--- src/ext_bus_cfg.svh ---
// constants for the external memory bus controller: offsets, fields, resets, timing
// assumes a 32-bit apb slave and an instruction cycle of a whole number of pclk periods
`ifndef EXT_BUS_CFG_SVH
`define EXT_BUS_CFG_SVH
`define EBC_CTRL_OFFSET 12'h000
`define EBC_STATUS_OFFSET 12'h004
`define EBC_RELEASE_BIT 7
`define EBC_WAIT_LSB 4
`define EBC_WM_LSB 0
`define EBC_CTRL_RESET 8'h00
`define EBC_CTRL_WMASK 8'hB3
`define EBC_MAX_WAIT 2'h3
`define EBC_TCY_CLKS 4
`endif

--- src/ext_bus_pkg.sv ---
// types for the external memory bus controller
// assumes ext_bus_cfg.svh supplies the numeric constants
`default_nettype none
package ext_bus_pkg;
  typedef enum logic [1:0] {
    AW_8 = 2'b00, AW_12 = 2'b01, AW_16 = 2'b10, AW_20 = 2'b11
  } addr_width_t;
  typedef enum logic [1:0] {
    MODE_SINGLE = 2'b00, MODE_EXT_MCU = 2'b01, MODE_BOOT = 2'b10, MODE_MPU = 2'b11
  } mem_mode_t;
  typedef enum logic [1:0] {
    ST_IDLE = 2'b00, ST_ADDR = 2'b01, ST_DATA = 2'b10, ST_DONE = 2'b11
  } bus_state_t;
  typedef struct packed {
    logic data16;
    addr_width_t aw;
    logic wait_en;
    mem_mode_t mode;
  } bus_cfg_t;
  typedef struct packed {
    logic write;
    logic [20:0] addr;
    logic [7:0] wdata;
  } bus_req_t;
endpackage : ext_bus_pkg
`default_nettype wire

--- src/external_memory_bus_control.sv ---
// external memory bus controller: apb control register, table read/write bus cycles
// assumes configuration inputs static after reset and pins resolved by port logic outside
`include "ext_bus_cfg.svh"
`default_nettype none
module external_memory_bus_control #(
  parameter int TCY_CLKS = `EBC_TCY_CLKS
) (
  input wire logic pclk,
  input wire logic presetn,
  input wire logic clk_en,
  input wire logic psel,
  input wire logic penable,
  input wire logic pwrite,
  input wire logic [11:0] paddr,
  input wire logic [31:0] pwdata,
  output logic [31:0] prdata,
  output logic pready,
  output logic pslverr,
  input wire ext_bus_pkg::bus_cfg_t cfg,
  input wire logic exec_external,
  input wire logic req_valid,
  input wire ext_bus_pkg::bus_req_t req,
  output logic req_ready,
  output logic rsp_done,
  output logic [15:0] rsp_rdata,
  input wire logic [15:0] ad_in,
  output logic [15:0] ad_out,
  output logic [15:0] ad_oe,
  output logic [3:0] upper_addr_out,
  output logic [3:0] upper_addr_oe,
  output logic ale,
  output logic oe_n,
  output logic wrl_n,
  output logic wrh_n,
  output logic ba0,
  output logic ce_n,
  output logic lb_n,
  output logic ub_n,
  output logic [19:0] addr_line_own,
  output logic ctl_own
);
  import ext_bus_pkg::*;

  bus_cfg_t cfg_q;
  logic cfg_loaded;
  logic [7:0] external_bus_control;
  bus_state_t state;
  bus_req_t op;
  logic [1:0] op_wm;
  logic [1:0] op_code;
  logic [15:0] wait_cnt;
  logic [7:0] hold_byte;
  logic req_fire;
  logic bus_needed;
  logic [15:0] data_lanes;
  logic [15:0] wdata16;
  logic apb_access;

  // lines usable by the bus for each address width
  function automatic logic [19:0] width_mask(input addr_width_t aw);
    case (aw)
      AW_20: width_mask = 20'hFFFFF;
      AW_16: width_mask = 20'h0FFFF;
      AW_12: width_mask = 20'h00FFF;
      default: width_mask = 20'h000FF;
    endcase
  endfunction : width_mask

  function automatic logic [15:0] wait_clks(input logic [1:0] code, input logic en);
    logic [15:0] tcys;
    tcys = 16'(`EBC_MAX_WAIT - code);
    wait_clks = en ? 16'(tcys * 16'(TCY_CLKS)) : 16'h0000;
  endfunction : wait_clks

  // 16-bit data presents word address on the lines, byte select on ba0
  function automatic logic [19:0] line_addr(input logic [20:0] a, input logic d16);
    line_addr = d16 ? a[20:1] : a[19:0];
  endfunction : line_addr

  assign req_fire = req_valid && req_ready;
  assign data_lanes = cfg_q.data16 ? 16'hFFFF : 16'h00FF;
  // word write pairs the held first byte below the second byte
  assign wdata16 = (cfg_q.data16 && op_wm[1]) ? {op.wdata, hold_byte}
                                              : {op.wdata, op.wdata};
  assign apb_access = psel && penable;
  assign bus_needed = (cfg_q.mode == MODE_MPU)
                      || !external_bus_control[`EBC_RELEASE_BIT]
                      || (state != ST_IDLE) || req_fire || exec_external;

  // configuration caught after reset release; no register path reaches it
  always_ff @(posedge pclk or negedge presetn) begin
    if (!presetn) begin
      cfg_q <= '0;
      cfg_loaded <= 1'b0;
    end else if (clk_en && !cfg_loaded) begin
      cfg_q <= cfg;
      cfg_loaded <= 1'b1;
    end
  end

  always_ff @(posedge pclk or negedge presetn) begin
    if (!presetn) begin
      external_bus_control <= `EBC_CTRL_RESET;
    end else if (clk_en && apb_access && pready && pwrite && paddr == `EBC_CTRL_OFFSET
                 && cfg_loaded && cfg_q.mode != MODE_SINGLE) begin
      external_bus_control <= pwdata[7:0] & `EBC_CTRL_WMASK;
    end
  end

  // one wait cycle on every access; unmapped addresses answer with pslverr
  always_ff @(posedge pclk or negedge presetn) begin
    if (!presetn) begin
      pready <= 1'b0;
      pslverr <= 1'b0;
      prdata <= 32'h00000000;
    end else if (clk_en) begin
      pready <= 1'b0;
      pslverr <= 1'b0;
      if (apb_access && !pready) begin
        pready <= 1'b1;
        case (paddr)
          `EBC_CTRL_OFFSET: prdata <= {24'h000000, external_bus_control};
          `EBC_STATUS_OFFSET: prdata <= {25'h0000000, cfg_q.aw, cfg_q.data16,
                                         cfg_q.mode, ctl_own, state != ST_IDLE};
          default: begin
            prdata <= 32'h00000000;
            pslverr <= 1'b1;
          end
        endcase
      end
    end
  end

  // pin ownership toward the port muxes
  always_ff @(posedge pclk or negedge presetn) begin
    if (!presetn) begin
      addr_line_own <= 20'h00000;
      ctl_own <= 1'b0;
    end else if (clk_en) begin
      if (!cfg_loaded || cfg_q.mode == MODE_SINGLE) begin
        addr_line_own <= 20'h00000;
        ctl_own <= 1'b0;
      end else begin
        // unused high lines never follow the release bit
        addr_line_own <= bus_needed ? width_mask(cfg_q.aw) : 20'h00000;
        ctl_own <= bus_needed;
      end
    end
  end

  // bus cycle sequencer and its pins
  always_ff @(posedge pclk or negedge presetn) begin
    if (!presetn) begin
      state <= ST_IDLE;
      op <= '0;
      op_wm <= 2'b00;
      op_code <= 2'b00;
      wait_cnt <= 16'h0000;
      hold_byte <= 8'h00;
      req_ready <= 1'b0;
      rsp_done <= 1'b0;
      rsp_rdata <= 16'h0000;
      ad_out <= 16'h0000;
      ad_oe <= 16'h0000;
      upper_addr_out <= 4'h0;
      upper_addr_oe <= 4'h0;
      ale <= 1'b0;
      oe_n <= 1'b1;
      wrl_n <= 1'b1;
      wrh_n <= 1'b1;
      ba0 <= 1'b0;
      ce_n <= 1'b1;
      lb_n <= 1'b1;
      ub_n <= 1'b1;
    end else if (clk_en) begin
      rsp_done <= 1'b0;
      case (state)
        ST_IDLE: begin
          req_ready <= cfg_loaded && cfg_q.mode != MODE_SINGLE;
          if (req_fire) begin
            req_ready <= 1'b0;
            op <= req;
            op_wm <= external_bus_control[`EBC_WM_LSB +: 2];
            op_code <= external_bus_control[`EBC_WAIT_LSB +: 2];
            wait_cnt <= wait_clks(external_bus_control[`EBC_WAIT_LSB +: 2],
                                  cfg_q.wait_en);
            {upper_addr_out, ad_out} <= line_addr(req.addr, cfg_q.data16);
            {upper_addr_oe, ad_oe} <= width_mask(cfg_q.aw);
            ba0 <= req.addr[0];
            ale <= 1'b1;
            ce_n <= 1'b0;
            state <= ST_ADDR;
          end
        end
        ST_ADDR: begin
          ale <= 1'b0;
          state <= ST_DATA;
          if (!op.write) begin
            // data lanes turn round; address-only lines keep the address
            ad_oe <= ad_oe & ~data_lanes;
            oe_n <= 1'b0;
            if (cfg_q.data16) begin
              ub_n <= 1'b0;
              lb_n <= 1'b0;
            end
          end else begin
            ad_out <= (ad_out & ~data_lanes) | (wdata16 & data_lanes);
            if (!cfg_q.data16) begin
              wrl_n <= 1'b0;
            end else begin
              case (op_wm)
                2'b00: begin
                  if (op.addr[0]) begin
                    wrh_n <= 1'b0;
                  end else begin
                    wrl_n <= 1'b0;
                  end
                end
                2'b01: begin
                  wrh_n <= 1'b0;
                  ub_n <= !op.addr[0];
                  lb_n <= op.addr[0];
                end
                default: begin
                  if (op.addr[0]) begin
                    wrh_n <= 1'b0;
                    ub_n <= 1'b0;
                    lb_n <= 1'b0;
                  end else begin
                    // first byte only held; lanes float, no strobe
                    hold_byte <= op.wdata;
                    ad_oe <= ad_oe & ~data_lanes;
                  end
                end
              endcase
            end
          end
        end
        ST_DATA: begin
          // memory must be done by the last wait cycle
          if (wait_cnt != 16'h0000) begin
            wait_cnt <= wait_cnt - 16'h0001;
          end else begin
            if (!op.write) begin
              rsp_rdata <= ad_in & data_lanes;
            end
            rsp_done <= 1'b1;
            ad_oe <= 16'h0000;
            upper_addr_oe <= 4'h0;
            oe_n <= 1'b1;
            wrl_n <= 1'b1;
            wrh_n <= 1'b1;
            ub_n <= 1'b1;
            lb_n <= 1'b1;
            ce_n <= 1'b1;
            ba0 <= 1'b0;
            state <= ST_DONE;
          end
        end
        ST_DONE: begin
          state <= ST_IDLE;
        end
        default: begin
          state <= ST_IDLE;
        end
      endcase
    end
  end

  // helper: data phase length of the running operation
  logic [15:0] data_clks;
  always_ff @(posedge pclk or negedge presetn) begin
    if (!presetn) begin
      data_clks <= 16'h0000;
    end else if (clk_en) begin
      if (state == ST_ADDR) begin
        data_clks <= 16'h0000;
      end else if (state == ST_DATA) begin
        data_clks <= data_clks + 16'h0001;
      end
    end
  end

  property p_unimpl_zero;
    @(posedge pclk) disable iff (!presetn)
      (pready && !pslverr && $past(paddr) == `EBC_CTRL_OFFSET)
      |-> (prdata[6] == 1'b0 && prdata[3:2] == 2'b00);
  endproperty
  a_unimpl_zero: assert property (p_unimpl_zero) else $error("reserved bits read nonzero");

  property p_single_chip;
    @(posedge pclk) disable iff (!presetn)
      (clk_en && cfg_loaded && cfg_q.mode == MODE_SINGLE)
      |=> (addr_line_own == 20'h00000 && !ctl_own && !req_ready);
  endproperty
  a_single_chip: assert property (p_single_chip) else $error("bus active in single-chip");

  property p_mpu_on;
    @(posedge pclk) disable iff (!presetn)
      (clk_en && cfg_loaded && cfg_q.mode == MODE_MPU) |=> ctl_own;
  endproperty
  a_mpu_on: assert property (p_mpu_on) else $error("bus off in external program mode");

  property p_release_zero;
    @(posedge pclk) disable iff (!presetn)
      (clk_en && cfg_loaded && cfg_q.mode != MODE_SINGLE
       && !external_bus_control[`EBC_RELEASE_BIT])
      |=> (ctl_own && addr_line_own == width_mask(cfg_q.aw));
  endproperty
  a_release_zero: assert property (p_release_zero) else $error("bus not held");

  property p_release_one;
    @(posedge pclk) disable iff (!presetn)
      (clk_en && cfg_loaded && cfg_q.mode != MODE_MPU
       && external_bus_control[`EBC_RELEASE_BIT] && state == ST_IDLE
       && !req_fire && !exec_external) |=> (!ctl_own && addr_line_own == 20'h00000);
  endproperty
  a_release_one: assert property (p_release_one) else $error("bus not released");

  property p_idle_pins;
    @(posedge pclk) disable iff (!presetn)
      (state == ST_IDLE || state == ST_DONE) |-> (ad_oe == 16'h0000 && oe_n && wrh_n
       && wrl_n && ub_n && lb_n && ce_n && !ale && !ba0);
  endproperty
  a_idle_pins: assert property (p_idle_pins) else $error("idle pin levels wrong");

  property p_addr16_upper;
    @(posedge pclk) disable iff (!presetn)
      (cfg_loaded && cfg_q.aw == AW_16) |-> (upper_addr_oe == 4'h0 && !addr_line_own[16]);
  endproperty
  a_addr16_upper: assert property (p_addr16_upper) else $error("upper lines used");

  property p_byte_write;
    @(posedge pclk) disable iff (!presetn)
      (state == ST_DATA && op.write && cfg_q.data16 && op_wm == 2'b00)
      |-> (wrh_n != wrl_n && wrh_n == !op.addr[0]);
  endproperty
  a_byte_write: assert property (p_byte_write) else $error("byte write strobes wrong");

  property p_byte_select;
    @(posedge pclk) disable iff (!presetn)
      (state == ST_DATA && op.write && cfg_q.data16 && op_wm == 2'b01)
      |-> (!wrh_n && wrl_n && ub_n == !op.addr[0] && lb_n == op.addr[0]);
  endproperty
  a_byte_select: assert property (p_byte_select) else $error("byte select strobes wrong");

  property p_word_even;
    @(posedge pclk) disable iff (!presetn)
      (state == ST_DATA && op.write && cfg_q.data16 && op_wm[1] && !op.addr[0])
      |-> (wrh_n && wrl_n && ad_oe == 16'h0000);
  endproperty
  a_word_even: assert property (p_word_even) else $error("even word write drove bus");

  property p_wait_len;
    @(posedge pclk) disable iff (!presetn)
      $rose(rsp_done) |-> (data_clks == 16'h0001
        + (cfg_q.wait_en ? 16'(16'(2'h3 - op_code) * 16'(TCY_CLKS)) : 16'h0000));
  endproperty
  a_wait_len: assert property (p_wait_len) else $error("wait length wrong");

  property p_narrow;
    @(posedge pclk) disable iff (!presetn)
      (cfg_loaded && cfg_q.aw == AW_8 && !cfg_q.data16)
      |-> (ad_oe[15:8] == 8'h00 && upper_addr_oe == 4'h0);
  endproperty
  a_narrow: assert property (p_narrow) else $error("8/8 mode used upper lines");
endmodule : external_memory_bus_control
`default_nettype wire

--- config.mk ---
export PLATFORM = sky130hd
export DESIGN_NAME = external_memory_bus_control
export DESIGN_NICKNAME = d
export VERILOG_FILES = /design/src/ext_bus_pkg.sv /design/src/external_memory_bus_control.sv
export VERILOG_INCLUDE_DIRS = /design/src
export SDC_FILE = /design/constraint.sdc
export NUM_CORES = 1
export LEC_CHECK = 0
export ABC_CLOCK_PERIOD_IN_PS = 3200
export BUFFER_PORTS_ARGS = -buffer_cell sky130_fd_sc_hd__buf_2
export CELL_PAD_IN_SITES_DETAIL_PLACEMENT = 1
export CELL_PAD_IN_SITES_GLOBAL_PLACEMENT = 1
export CORE_UTILIZATION = 40
export DETAILED_ROUTE_END_ITERATION = 10
export HOLD_SLACK_MARGIN = 0.03
export PLACE_DENSITY = 0.88
export SLEW_MARGIN = 20
export SYNTH_ARGS = -nofsm -noshare
export SYNTH_HDL_FRONTEND = slang
export SYNTH_SLANG_ARGS = --single-unit
--- constraint.sdc ---
create_clock -name pclk -period 3.2 [get_ports pclk]
set_clock_uncertainty 0.05 [all_clocks]
set_input_delay 0.16 -clock pclk [delete_from_list [all_inputs] [get_ports pclk]]
set_output_delay 0.16 -clock pclk [all_outputs]
set_load 0.02 [all_outputs]
==> results.toml, run 1 <==
[sta]
slew_headroom = 0.376
period_needed_ns = 2.70
tns_ns = 0
setup_slack_ns = 0.501
maxSlewViolCount = 0
max_clock_freq_ghz = 0.370
hold_violations = 0
setup_violations = 0
post-route-period-util = 0.843
rsz0062_at_grt = "false"
tightest_slew_ns = 0.936

[floorplanning]
core_area_um2 = 14600
die_w_um = 125
rows = 44
dieArea_um2 = 15600
start_util = 0.414
die_y_um = 125
num_io_pins = 225

[worst_setup_path]
cp.required_ns = 3.45
critPathArrivalTime_ns = 2.95
crit_buf_inv = 0
reg2reg_depth = 4
worstSetupPathType = "flip-flop to flip-flop"
cp-start-kind = "flip-flop"
r2r_setup_slack_ns = 0.50
cp_max_fo = 24
cpLargestDelayFamily = "simple AND/OR/NAND/NOR gates"
end_kind = "flip-flop"
reg2reg_from = "wait_cnt[11]"
path_cells = "nor3_1, nand4_4, or4_1, mux2_1"
slowest_delay_ns = 0.95
worstReg2RegEnd = "rsp_rdata[0]"
slowest_stage = "or4_1"

[logic_synthesis]
yosysWarningCount = 0
yosysMostFrequentCell = "dfrtp_1"
seq_area_frac_synth = 0.497
syn-cell-area_um2 = 6060
yosysTopAreaCellShare = 0.471
ys_ff_latch = 120
synth-async-reset-ratio = 1.00
synth_common_cells = "dfrtp_1, nand2_1, buf_4"
synthFlopType = "dfrtp_1"
netlist-cell-type-count = 63
synth_cells = 579
synth_area_leader_cell = "dfrtp_1"
ys_top_cells_by_area = "dfrtp_1, mux2_2, buf_4, mux2i_1, nand2_1"
synth_edf_count = 0
syn_area_per_cell_um2 = 10.5

[cts]
postCtsSetupBuffers = 0
cts_tree = "yes"
h-tree-depth = 4
clkSinkCount = 120
cts_hold_buf = 46
clk_latency_ns = 0.43
cts-root-buf = "clkbuf_16"
cts_buffer_depth = 2
cts_buffers = 17
cts_resized = 0
path_clk_slew_ns = 0.06

[job]
maxCapViolCount = 0

[drt]
wirelength_mm = 19.1
drt_iter0_drc = 246
routedWlPerCell_um = 19.6
drtPass1Iterations = 7
routed-via-count = 5240
drcViolationCount = 18
viasPerCell = 5.38
ant_nets = 0

[global_route]
grt_pass1_vias = 5620
antenna_found_initial = 0
grt_usage = 0.252
grt_max_degree = 65
grt_first_pass_wirelength_mm = 30.5
grt_remaining_overflow = 0

[cells_and_area]
nFillCells = 1667
diodes = 0
fin_cells = 974
multi_input_area_um2 = 2580
syn2layout_area_growth_pct = 30.1
regArea_um2 = 3010
drive_gt1_frac = 0.348
final_nets = 886

[place]
dp_slack_ns = 0.550
dpl.hpwl_mm = 12.4
place.port_buffers = 173
place_inst = 896
routabilityCongestion = 0.855

[worst_hold_path]
whs_endpoint = "prdata[6]"
min_from = "paddr[9]"
hold_depth = 4
hp-class = "input port to flip-flop"

[run_status]
outcome = "finished with violations"
violations = "DRC"

[pwr]
power_leakage_nw = 3.98
peakVddDrop_uv = 560
cellPowerDensity_nw_per_um2 = 892
[state kept, by name, indices dropped and copies added (netlist names), 2 cells and up, named ones only]
| register | count |
|---|---|
| hold_byte | 8 |
| state | 2 |
| op | 10 |
| ad_oe | 9 |
| op_wm | 2 |
| addr_line_own | 4 |
| rsp_rdata | 16 |
| wait_cnt | 16 |
| prdata | 8 |
| external_bus_control | 5 |
| ad_out | 8 |
| cfg_q | 6 |
| upper_addr_out | 4 |
[where the power goes]
group          switching (mW)  leakage, nW  total [mW]  internal (mW)
logic                    1.69         2.18        2.69           1.00
registers               0.455         1.53        2.46           2.00
clock network           0.718        0.268        1.88           1.16
total                    2.86         3.98        7.03           4.17
[worst min-delay path: stages]
cell and delay [ns]:
buf_2 0.08, nor4_1 0.08, nand2_1 0.13, o31ai_1 0.08
[stage by stage]
step | instance area (um2) | hold slack [ns] | total power, mW | utilization
after global routing | 7880 | 0.111 | 7.37 | 0.538
after global placement | 6840 | 0.246 | 4.85 | 0.467
after CTS | 7880 | 0.0613 | 7.02 | 0.538
after detailed placement | 6840 | 0.273 | 5.04 | 0.467
final | 7880 | 0.0967 | 7.03 | 0.538
after floorplan | 6140 | -0.186 | 4.22 | -
[routing by layer]
layer | track usage | routed length (um) | part of all wire
met2 | 0.454 | 10100 | 0.53
met1 | 0.286 | 7530 | 0.39
met4 | 0.126 | 684 | 0.036
met3 | 0.0484 | 853 | 0.045
met5 | 0 | 0 | 0
[area by class of cell]
type | instances | area share
Clock buffer | 20 | 0.0567
Timing Repair Buffer | 230 | 0.181
Clock inverter | 12 | 0.0160
Multi-Input combinational cell | 392 | 0.328
Inverter | 16 | 0.00762
Tap cell | 184 | 0.0292
Sequential cell | 120 | 0.382
[worst max path at each step]
stage / startpoint / to / slack [ns] / depth (start not counted)
after global placement: wait_cnt[5] / rsp_rdata[2] / 0.62 / 4
after floorplan: wait_cnt[5] / rsp_rdata[4] / 1.05 / 6
after global routing: wait_cnt[6] / rsp_rdata[3] / 0.35 / 4
after detailed placement: wait_cnt[5] / rsp_rdata[0] / 0.55 / 4
final: wait_cnt[11] / rsp_rdata[0] / 0.50 / 4
after CTS: wait_cnt[11] / rsp_rdata[0] / 0.47 / 4
[cell usage in the layout, fill, tap and decap left out, drive strengths merged, types with 3 or more instances in the layout]
cell type / instances
clkinv: 4
or4: 3
or3: 3
inv: 17
nand2: 63
dfstp: 6
conb: 24
o2111ai: 3
mux2i: 26
dfrtp: 114
clkbuf: 20
nor4: 6
xor2: 6
mux2: 46
o21ai: 44
dlygate4sd3: 46
a22o: 3
ha: 5
a21o: 10
nor3: 6
a21oi: 37
nand4: 4
nor2b: 3
clkinvlp: 5
nand2b: 6
o31ai: 4
o211ai: 4
nor2: 49
o2bb2ai: 4
nand3: 4
buf: 184
and3: 3
[kinds of logic after synthesis]
kind of cell / Yosys count / share of synthesized area
adders and majority gates: 5 / 0.0103
DFF: 120 / 0.497
muxes: 72 / 0.131
xor gates and xnor gates: 7 / 0.0101
and+or+nand+nor: 160 / 0.128
other: 1 / 0.000619
buffers and inverters: 90 / 0.0913
AOI/OAI and AO/OA: 124 / 0.131
Power figures use the tool's default switching activity.
==> run 2, diff against run 1 <==
--- a/config.mk
+++ b/config.mk
@@ -6,14 +6,14 @@
 export SDC_FILE = /design/constraint.sdc
 export NUM_CORES = 1
 export LEC_CHECK = 0
-export ABC_CLOCK_PERIOD_IN_PS = 3200
+export ABC_CLOCK_PERIOD_IN_PS = 2300
 export BUFFER_PORTS_ARGS = -buffer_cell sky130_fd_sc_hd__buf_2
 export CELL_PAD_IN_SITES_DETAIL_PLACEMENT = 1
 export CELL_PAD_IN_SITES_GLOBAL_PLACEMENT = 1
-export CORE_UTILIZATION = 40
+export CORE_UTILIZATION = 34
 export DETAILED_ROUTE_END_ITERATION = 10
 export HOLD_SLACK_MARGIN = 0.03
-export PLACE_DENSITY = 0.88
+export PLACE_DENSITY = 0.8
 export SLEW_MARGIN = 20
 export SYNTH_ARGS = -nofsm -noshare
 export SYNTH_HDL_FRONTEND = slang
==> constraint.sdc (replaced) <==
create_clock -name pclk -period 2.3 [get_ports pclk]
set_clock_uncertainty 0.05 [all_clocks]
set_input_delay 0.115 -clock pclk [delete_from_list [all_inputs] [get_ports pclk]]
set_output_delay 0.115 -clock pclk [all_outputs]
set_load 0.02 [all_outputs]
==> results.toml, run 2 (synthesis gave the netlist of run 1 again) <==
[run_status]
outcome = "complete, no violations"

[sta]
post-route-period-util = 0.991
max_clock_freq_ghz = 0.439
tightest_slew_ns = 0.503
setup_violations = 0
hold_violations = 0
period_needed_ns = 2.28
holdWs_ns = 0.0667
slew_headroom = 0.662
maxSlewViolCount = 0
setup_slack_ns = 0.0214

[cells_and_area]
final_nets = 897
reg_top3 = "rsp_rdata x16, wait_cnt x16, op x10"
final_common_cell = "buf_2"
layout_common_cells = "buf_2, dfrtp_1, nand2_1, nor2_1, dlygate4sd3_1"
syn2layout_area_growth_pct = 34.1
drive_gt1_frac = 0.367
fin_cells = 1026
fin_util = 0.468
diodes = 0

[floorplanning]
num_io_pins = 225
die_w_um = 135
rows = 48
core_area_um2 = 17400
die_y_um = 135
start_util = 0.349
dieArea_um2 = 18400

[pwr]
finalPower_mw = 9.99
cellPowerDensity_nw_per_um2 = 1230
peakVddDrop_uv = 554
power_leakage_nw = 4.08

[global_route]
antenna_found_initial = 0
grt_usage = 0.205
grt_pass1_vias = 5554
grt_max_degree = 61
grt_first_pass_wirelength_mm = 28.9
grt_remaining_overflow = 0

[cts]
clk_latency_ns = 0.42
path_clk_slew_ns = 0.05
cts_buffers = 17
h-tree-depth = 4
clkSinkCount = 120
cts_tree = "yes"
cts-root-buf = "clkbuf_16"
postCtsSetupBuffers = 0
cts_buffer_depth = 2

[worst_hold_path]
hp-class = "input port to flip-flop"
whs_endpoint = "pslverr"
min_from = "paddr[9]"
hold_depth = 4

[worst_setup_path]
worstReg2RegEnd = "wait_cnt[9]"
reg2reg_depth = 5
cp.required_ns = 2.59
cp-start-kind = "flip-flop"
reg2reg_from = "wait_cnt[3]"
r2r_setup_slack_ns = 0.02
end_kind = "flip-flop"
worstSetupPathType = "flip-flop to flip-flop"
critPathArrivalTime_ns = 2.57
cp_max_fo = 7

[place]
routabilityCongestion = 0.773
dpl.hpwl_mm = 12.3
place_inst = 949
dp_slack_ns = 0.0139
place.port_buffers = 173

[drt]
wirelength_mm = 17.7
routed-via-count = 5104
ant_nets = 0
routedWlPerCell_um = 17.2
drt_iter0_drc = 176
drtPass1Iterations = 5
drcViolationCount = 0
viasPerCell = 4.97

[job]
maxCapViolCount = 0
-- run 2: cell count changes in the layout (fill, tap and decap cells not counted), moves of 2 or more --
cell,previous run,this run
buf_4,11,21
clkinv_4,0,4
clkinvlp_4,5,2
bufinv_16,2,4
clkbuf_1,2,0
clkinv_2,4,2
-- run 2: worst max-delay path by stage --
stage,startpoint,end,slack [ns]
6_report,wait_cnt[3],wait_cnt[9],0.02
4_1_cts,state[0],wait_cnt[9],0.005
2_1_floorplan,wait_cnt[5],rsp_rdata[4],0.15
3_5_place_dp,state[0],wait_cnt[9],0.01
5_1_grt,state[0],wait_cnt[9],-0.02
3_3_place_gp,state[0],wait_cnt[9],0.13
-- run 2: through the flow --
step	instance area, um2	TNS [ns]
finish	8120	0
global route	8120	-0.0196
floorplan	6140	0
detailed placement	7000	0
global placement	7000	0
CTS	8090	0
-- run 2: report_power, final --
group          internal, mW  switching (mW)
combinational          1.47            2.29
clock                  1.85            1.01
sequential             2.79           0.592
total                  6.11            3.89
-- run 2: cell type report --
cell class / instances / area (um2)
fillers: 1950 / 9230
flip-flops and latches: 120 / 3010
multi-input cells: 392 / 2610
repair buffers: 241 / 1520
clock buffers: 18 / 439
well taps: 225 / 282
clock inverters: 14 / 198
inverters: 16 / 60.1
-- run 2: timing repair --
item | 4_1_cts | 5_1_grt
hold buffers | 45 | 0
pin swaps | 0 | 2
resized for setup | 2 | 6
hold endpoints to repair | 130 | 0
setup endpoints to repair | 2 | 13
-- run 2: per-layer routing --
layer  wire, um  up-vias  GRT usage
met5          0        -          0
met4        550        0      0.102
met3        685       49     0.0434
met2       9010      144      0.346
met1       7420     2539      0.246
li1           -     2372          -
-- run 2: critical path, cell delays in order, from the launching register on --
cell	delay, ns
dfrtp_1	0.47
or4_4	0.57
a2111oi_4	0.40
o211ai_2	0.20
or3_1	0.36
a21oi_1	0.16
==> run 3, diff against run 2 <==
--- a/config.mk
+++ b/config.mk
@@ -10,6 +10,7 @@
 export BUFFER_PORTS_ARGS = -buffer_cell sky130_fd_sc_hd__buf_2
 export CELL_PAD_IN_SITES_DETAIL_PLACEMENT = 1
 export CELL_PAD_IN_SITES_GLOBAL_PLACEMENT = 1
+export CORE_ASPECT_RATIO = 1.4
 export CORE_UTILIZATION = 34
 export DETAILED_ROUTE_END_ITERATION = 10
 export HOLD_SLACK_MARGIN = 0.03
==> results.toml, run 3 (synthesis gave the netlist of run 1 again) <==
[floorplanning]
dieArea_um2 = 18400
core_area_um2 = 17400
rows = 57
die_y_um = 160
num_io_pins = 225
start_util = 0.348
die_w_um = 115

[pwr]
power_leakage_nw = 4.10
peakVddDrop_uv = 545
cellPowerDensity_nw_per_um2 = 1230
finalPower_mw = 10.0

[worst_setup_path]
reg2reg_from = "wait_cnt[5]"
worstReg2RegEnd = "wait_cnt[9]"
cp_max_fo = 4
reg2reg_depth = 5
worstSetupPathType = "flip-flop to flip-flop"
end_kind = "flip-flop"
critPathArrivalTime_ns = 2.49
r2r_setup_slack_ns = 0.10
crit_start = "wait_cnt[5]"
cp-start-kind = "flip-flop"
cp.required_ns = 2.59

[cts]
h-tree-depth = 4
clk_latency_ns = 0.42
clkSinkCount = 120
cts_tree = "yes"
cts-root-buf = "clkbuf_16"
cts_buffer_depth = 2
cts_buffers = 17
path_clk_slew_ns = 0.06

[sta]
maxSlewViolCount = 0
post-route-period-util = 0.955
tns_ns = 0
rsz0062_at_grt = "false"
hold_violations = 0
setup_violations = 0
tightest_slew_ns = 0.634
setup_slack_ns = 0.104
max_clock_freq_ghz = 0.455
slew_headroom = 0.578
period_needed_ns = 2.20

[drt]
ant_nets = 0
routed-via-count = 5069
drtPass1Iterations = 5
wirelength_mm = 17.5
drt_iter0_drc = 164
drcViolationCount = 0
routedWlPerCell_um = 16.8
viasPerCell = 4.86

[place]
dp_slack_ns = 0.114
routabilityCongestion = 0.819
dpl.hpwl_mm = 12.5
place.port_buffers = 173

[global_route]
antenna_found_initial = 0
grt_max_degree = 49
grt_pass1_vias = 5491
grt_remaining_overflow = 0
grt_first_pass_wirelength_mm = 28.7
grt_usage = 0.205

[cells_and_area]
drive_gt1_frac = 0.364
layout_common_cells = "buf_2, dfrtp_1, nand2_1, nor2_1, dlygate4sd3_1"
final_nets = 903
fin_util = 0.469
syn2layout_area_growth_pct = 34.8
final_common_cell = "buf_2"
diodes = 0
reg_top3 = "rsp_rdata x16, wait_cnt x16, op x10"

[worst_hold_path]
hp-class = "input port to flip-flop"
min_from = "paddr[2]"
hold_depth = 3
whs_endpoint = "prdata[6]"

[run_status]
outcome = "complete, no violations"

[job]
maxCapViolCount = 0
-- run 3: final cells by class --
| cell class | count | area [um2] |
|---|---|---|
| inverter | 16 | 60.1 |
| fill | 2038 | 9240 |
| sequential | 120 | 3010 |
| tap | 236 | 295 |
| clock inverter | 11 | 196 |
| timing repair buffer | 247 | 1560 |
| multi-input combinational | 392 | 2580 |
| clock buffer | 21 | 450 |
-- run 3: report_power, final --
group / switching [mW] / internal (mW) / leakage, nW / total (mW)
Sequential: 0.597 / 2.79 / 1.53 / 3.39
Combinational: 2.24 / 1.47 / 2.26 / 3.71
Clock: 0.973 / 1.95 / 0.307 / 2.93
Total: 3.81 / 6.21 / 4.10 / 10.0
-- run 3: repair_timing --
action,4_1_cts,5_1_grt
gates resized for setup,0,2
hold endpoints to repair,84,0
setup endpoints to repair,0,2
buffers inserted,0,0
hold buffers,46,0
-- run 3: worst max-delay path by stage --
stage and end:
6_report wait_cnt[9], 3_3_place_gp wait_cnt[9], 2_1_floorplan rsp_rdata[4], 3_5_place_dp wait_cnt[9], 5_1_grt wait_cnt[9], 4_1_cts wait_cnt[9]
-- run 3: routing by layer --
layer | routed length, um | track usage | vias up
met1 | 6600 | 0.218 | 2517
met2 | 9640 | 0.379 | 139
met4 | 482 | 0.0691 | 0
li1 | - | - | 2373
met5 | 0 | 0 | -
met3 | 820 | 0.0615 | 40
-- run 3: worst max-delay path, cell delays in order (launching register included) --
cell       delay [ns]
dfrtp_2          0.43
or4_4            0.59
a2111oi_4        0.38
o211ai_2         0.19
or3_1            0.33
a21oi_1          0.15
-- run 3: stage by stage --
stage | hold slack [ns] | instances | instance area (um2)
2_1_floorplan | -0.231 | 602 | 6140
3_3_place_gp | 0.130 | 965 | 7050
3_5_place_dp | 0.130 | 965 | 7050
4_1_cts | 0.0335 | 1043 | 8160
5_1_grt | 0.0793 | 1043 | 8160
6_report | 0.0458 | 1043 | 8160
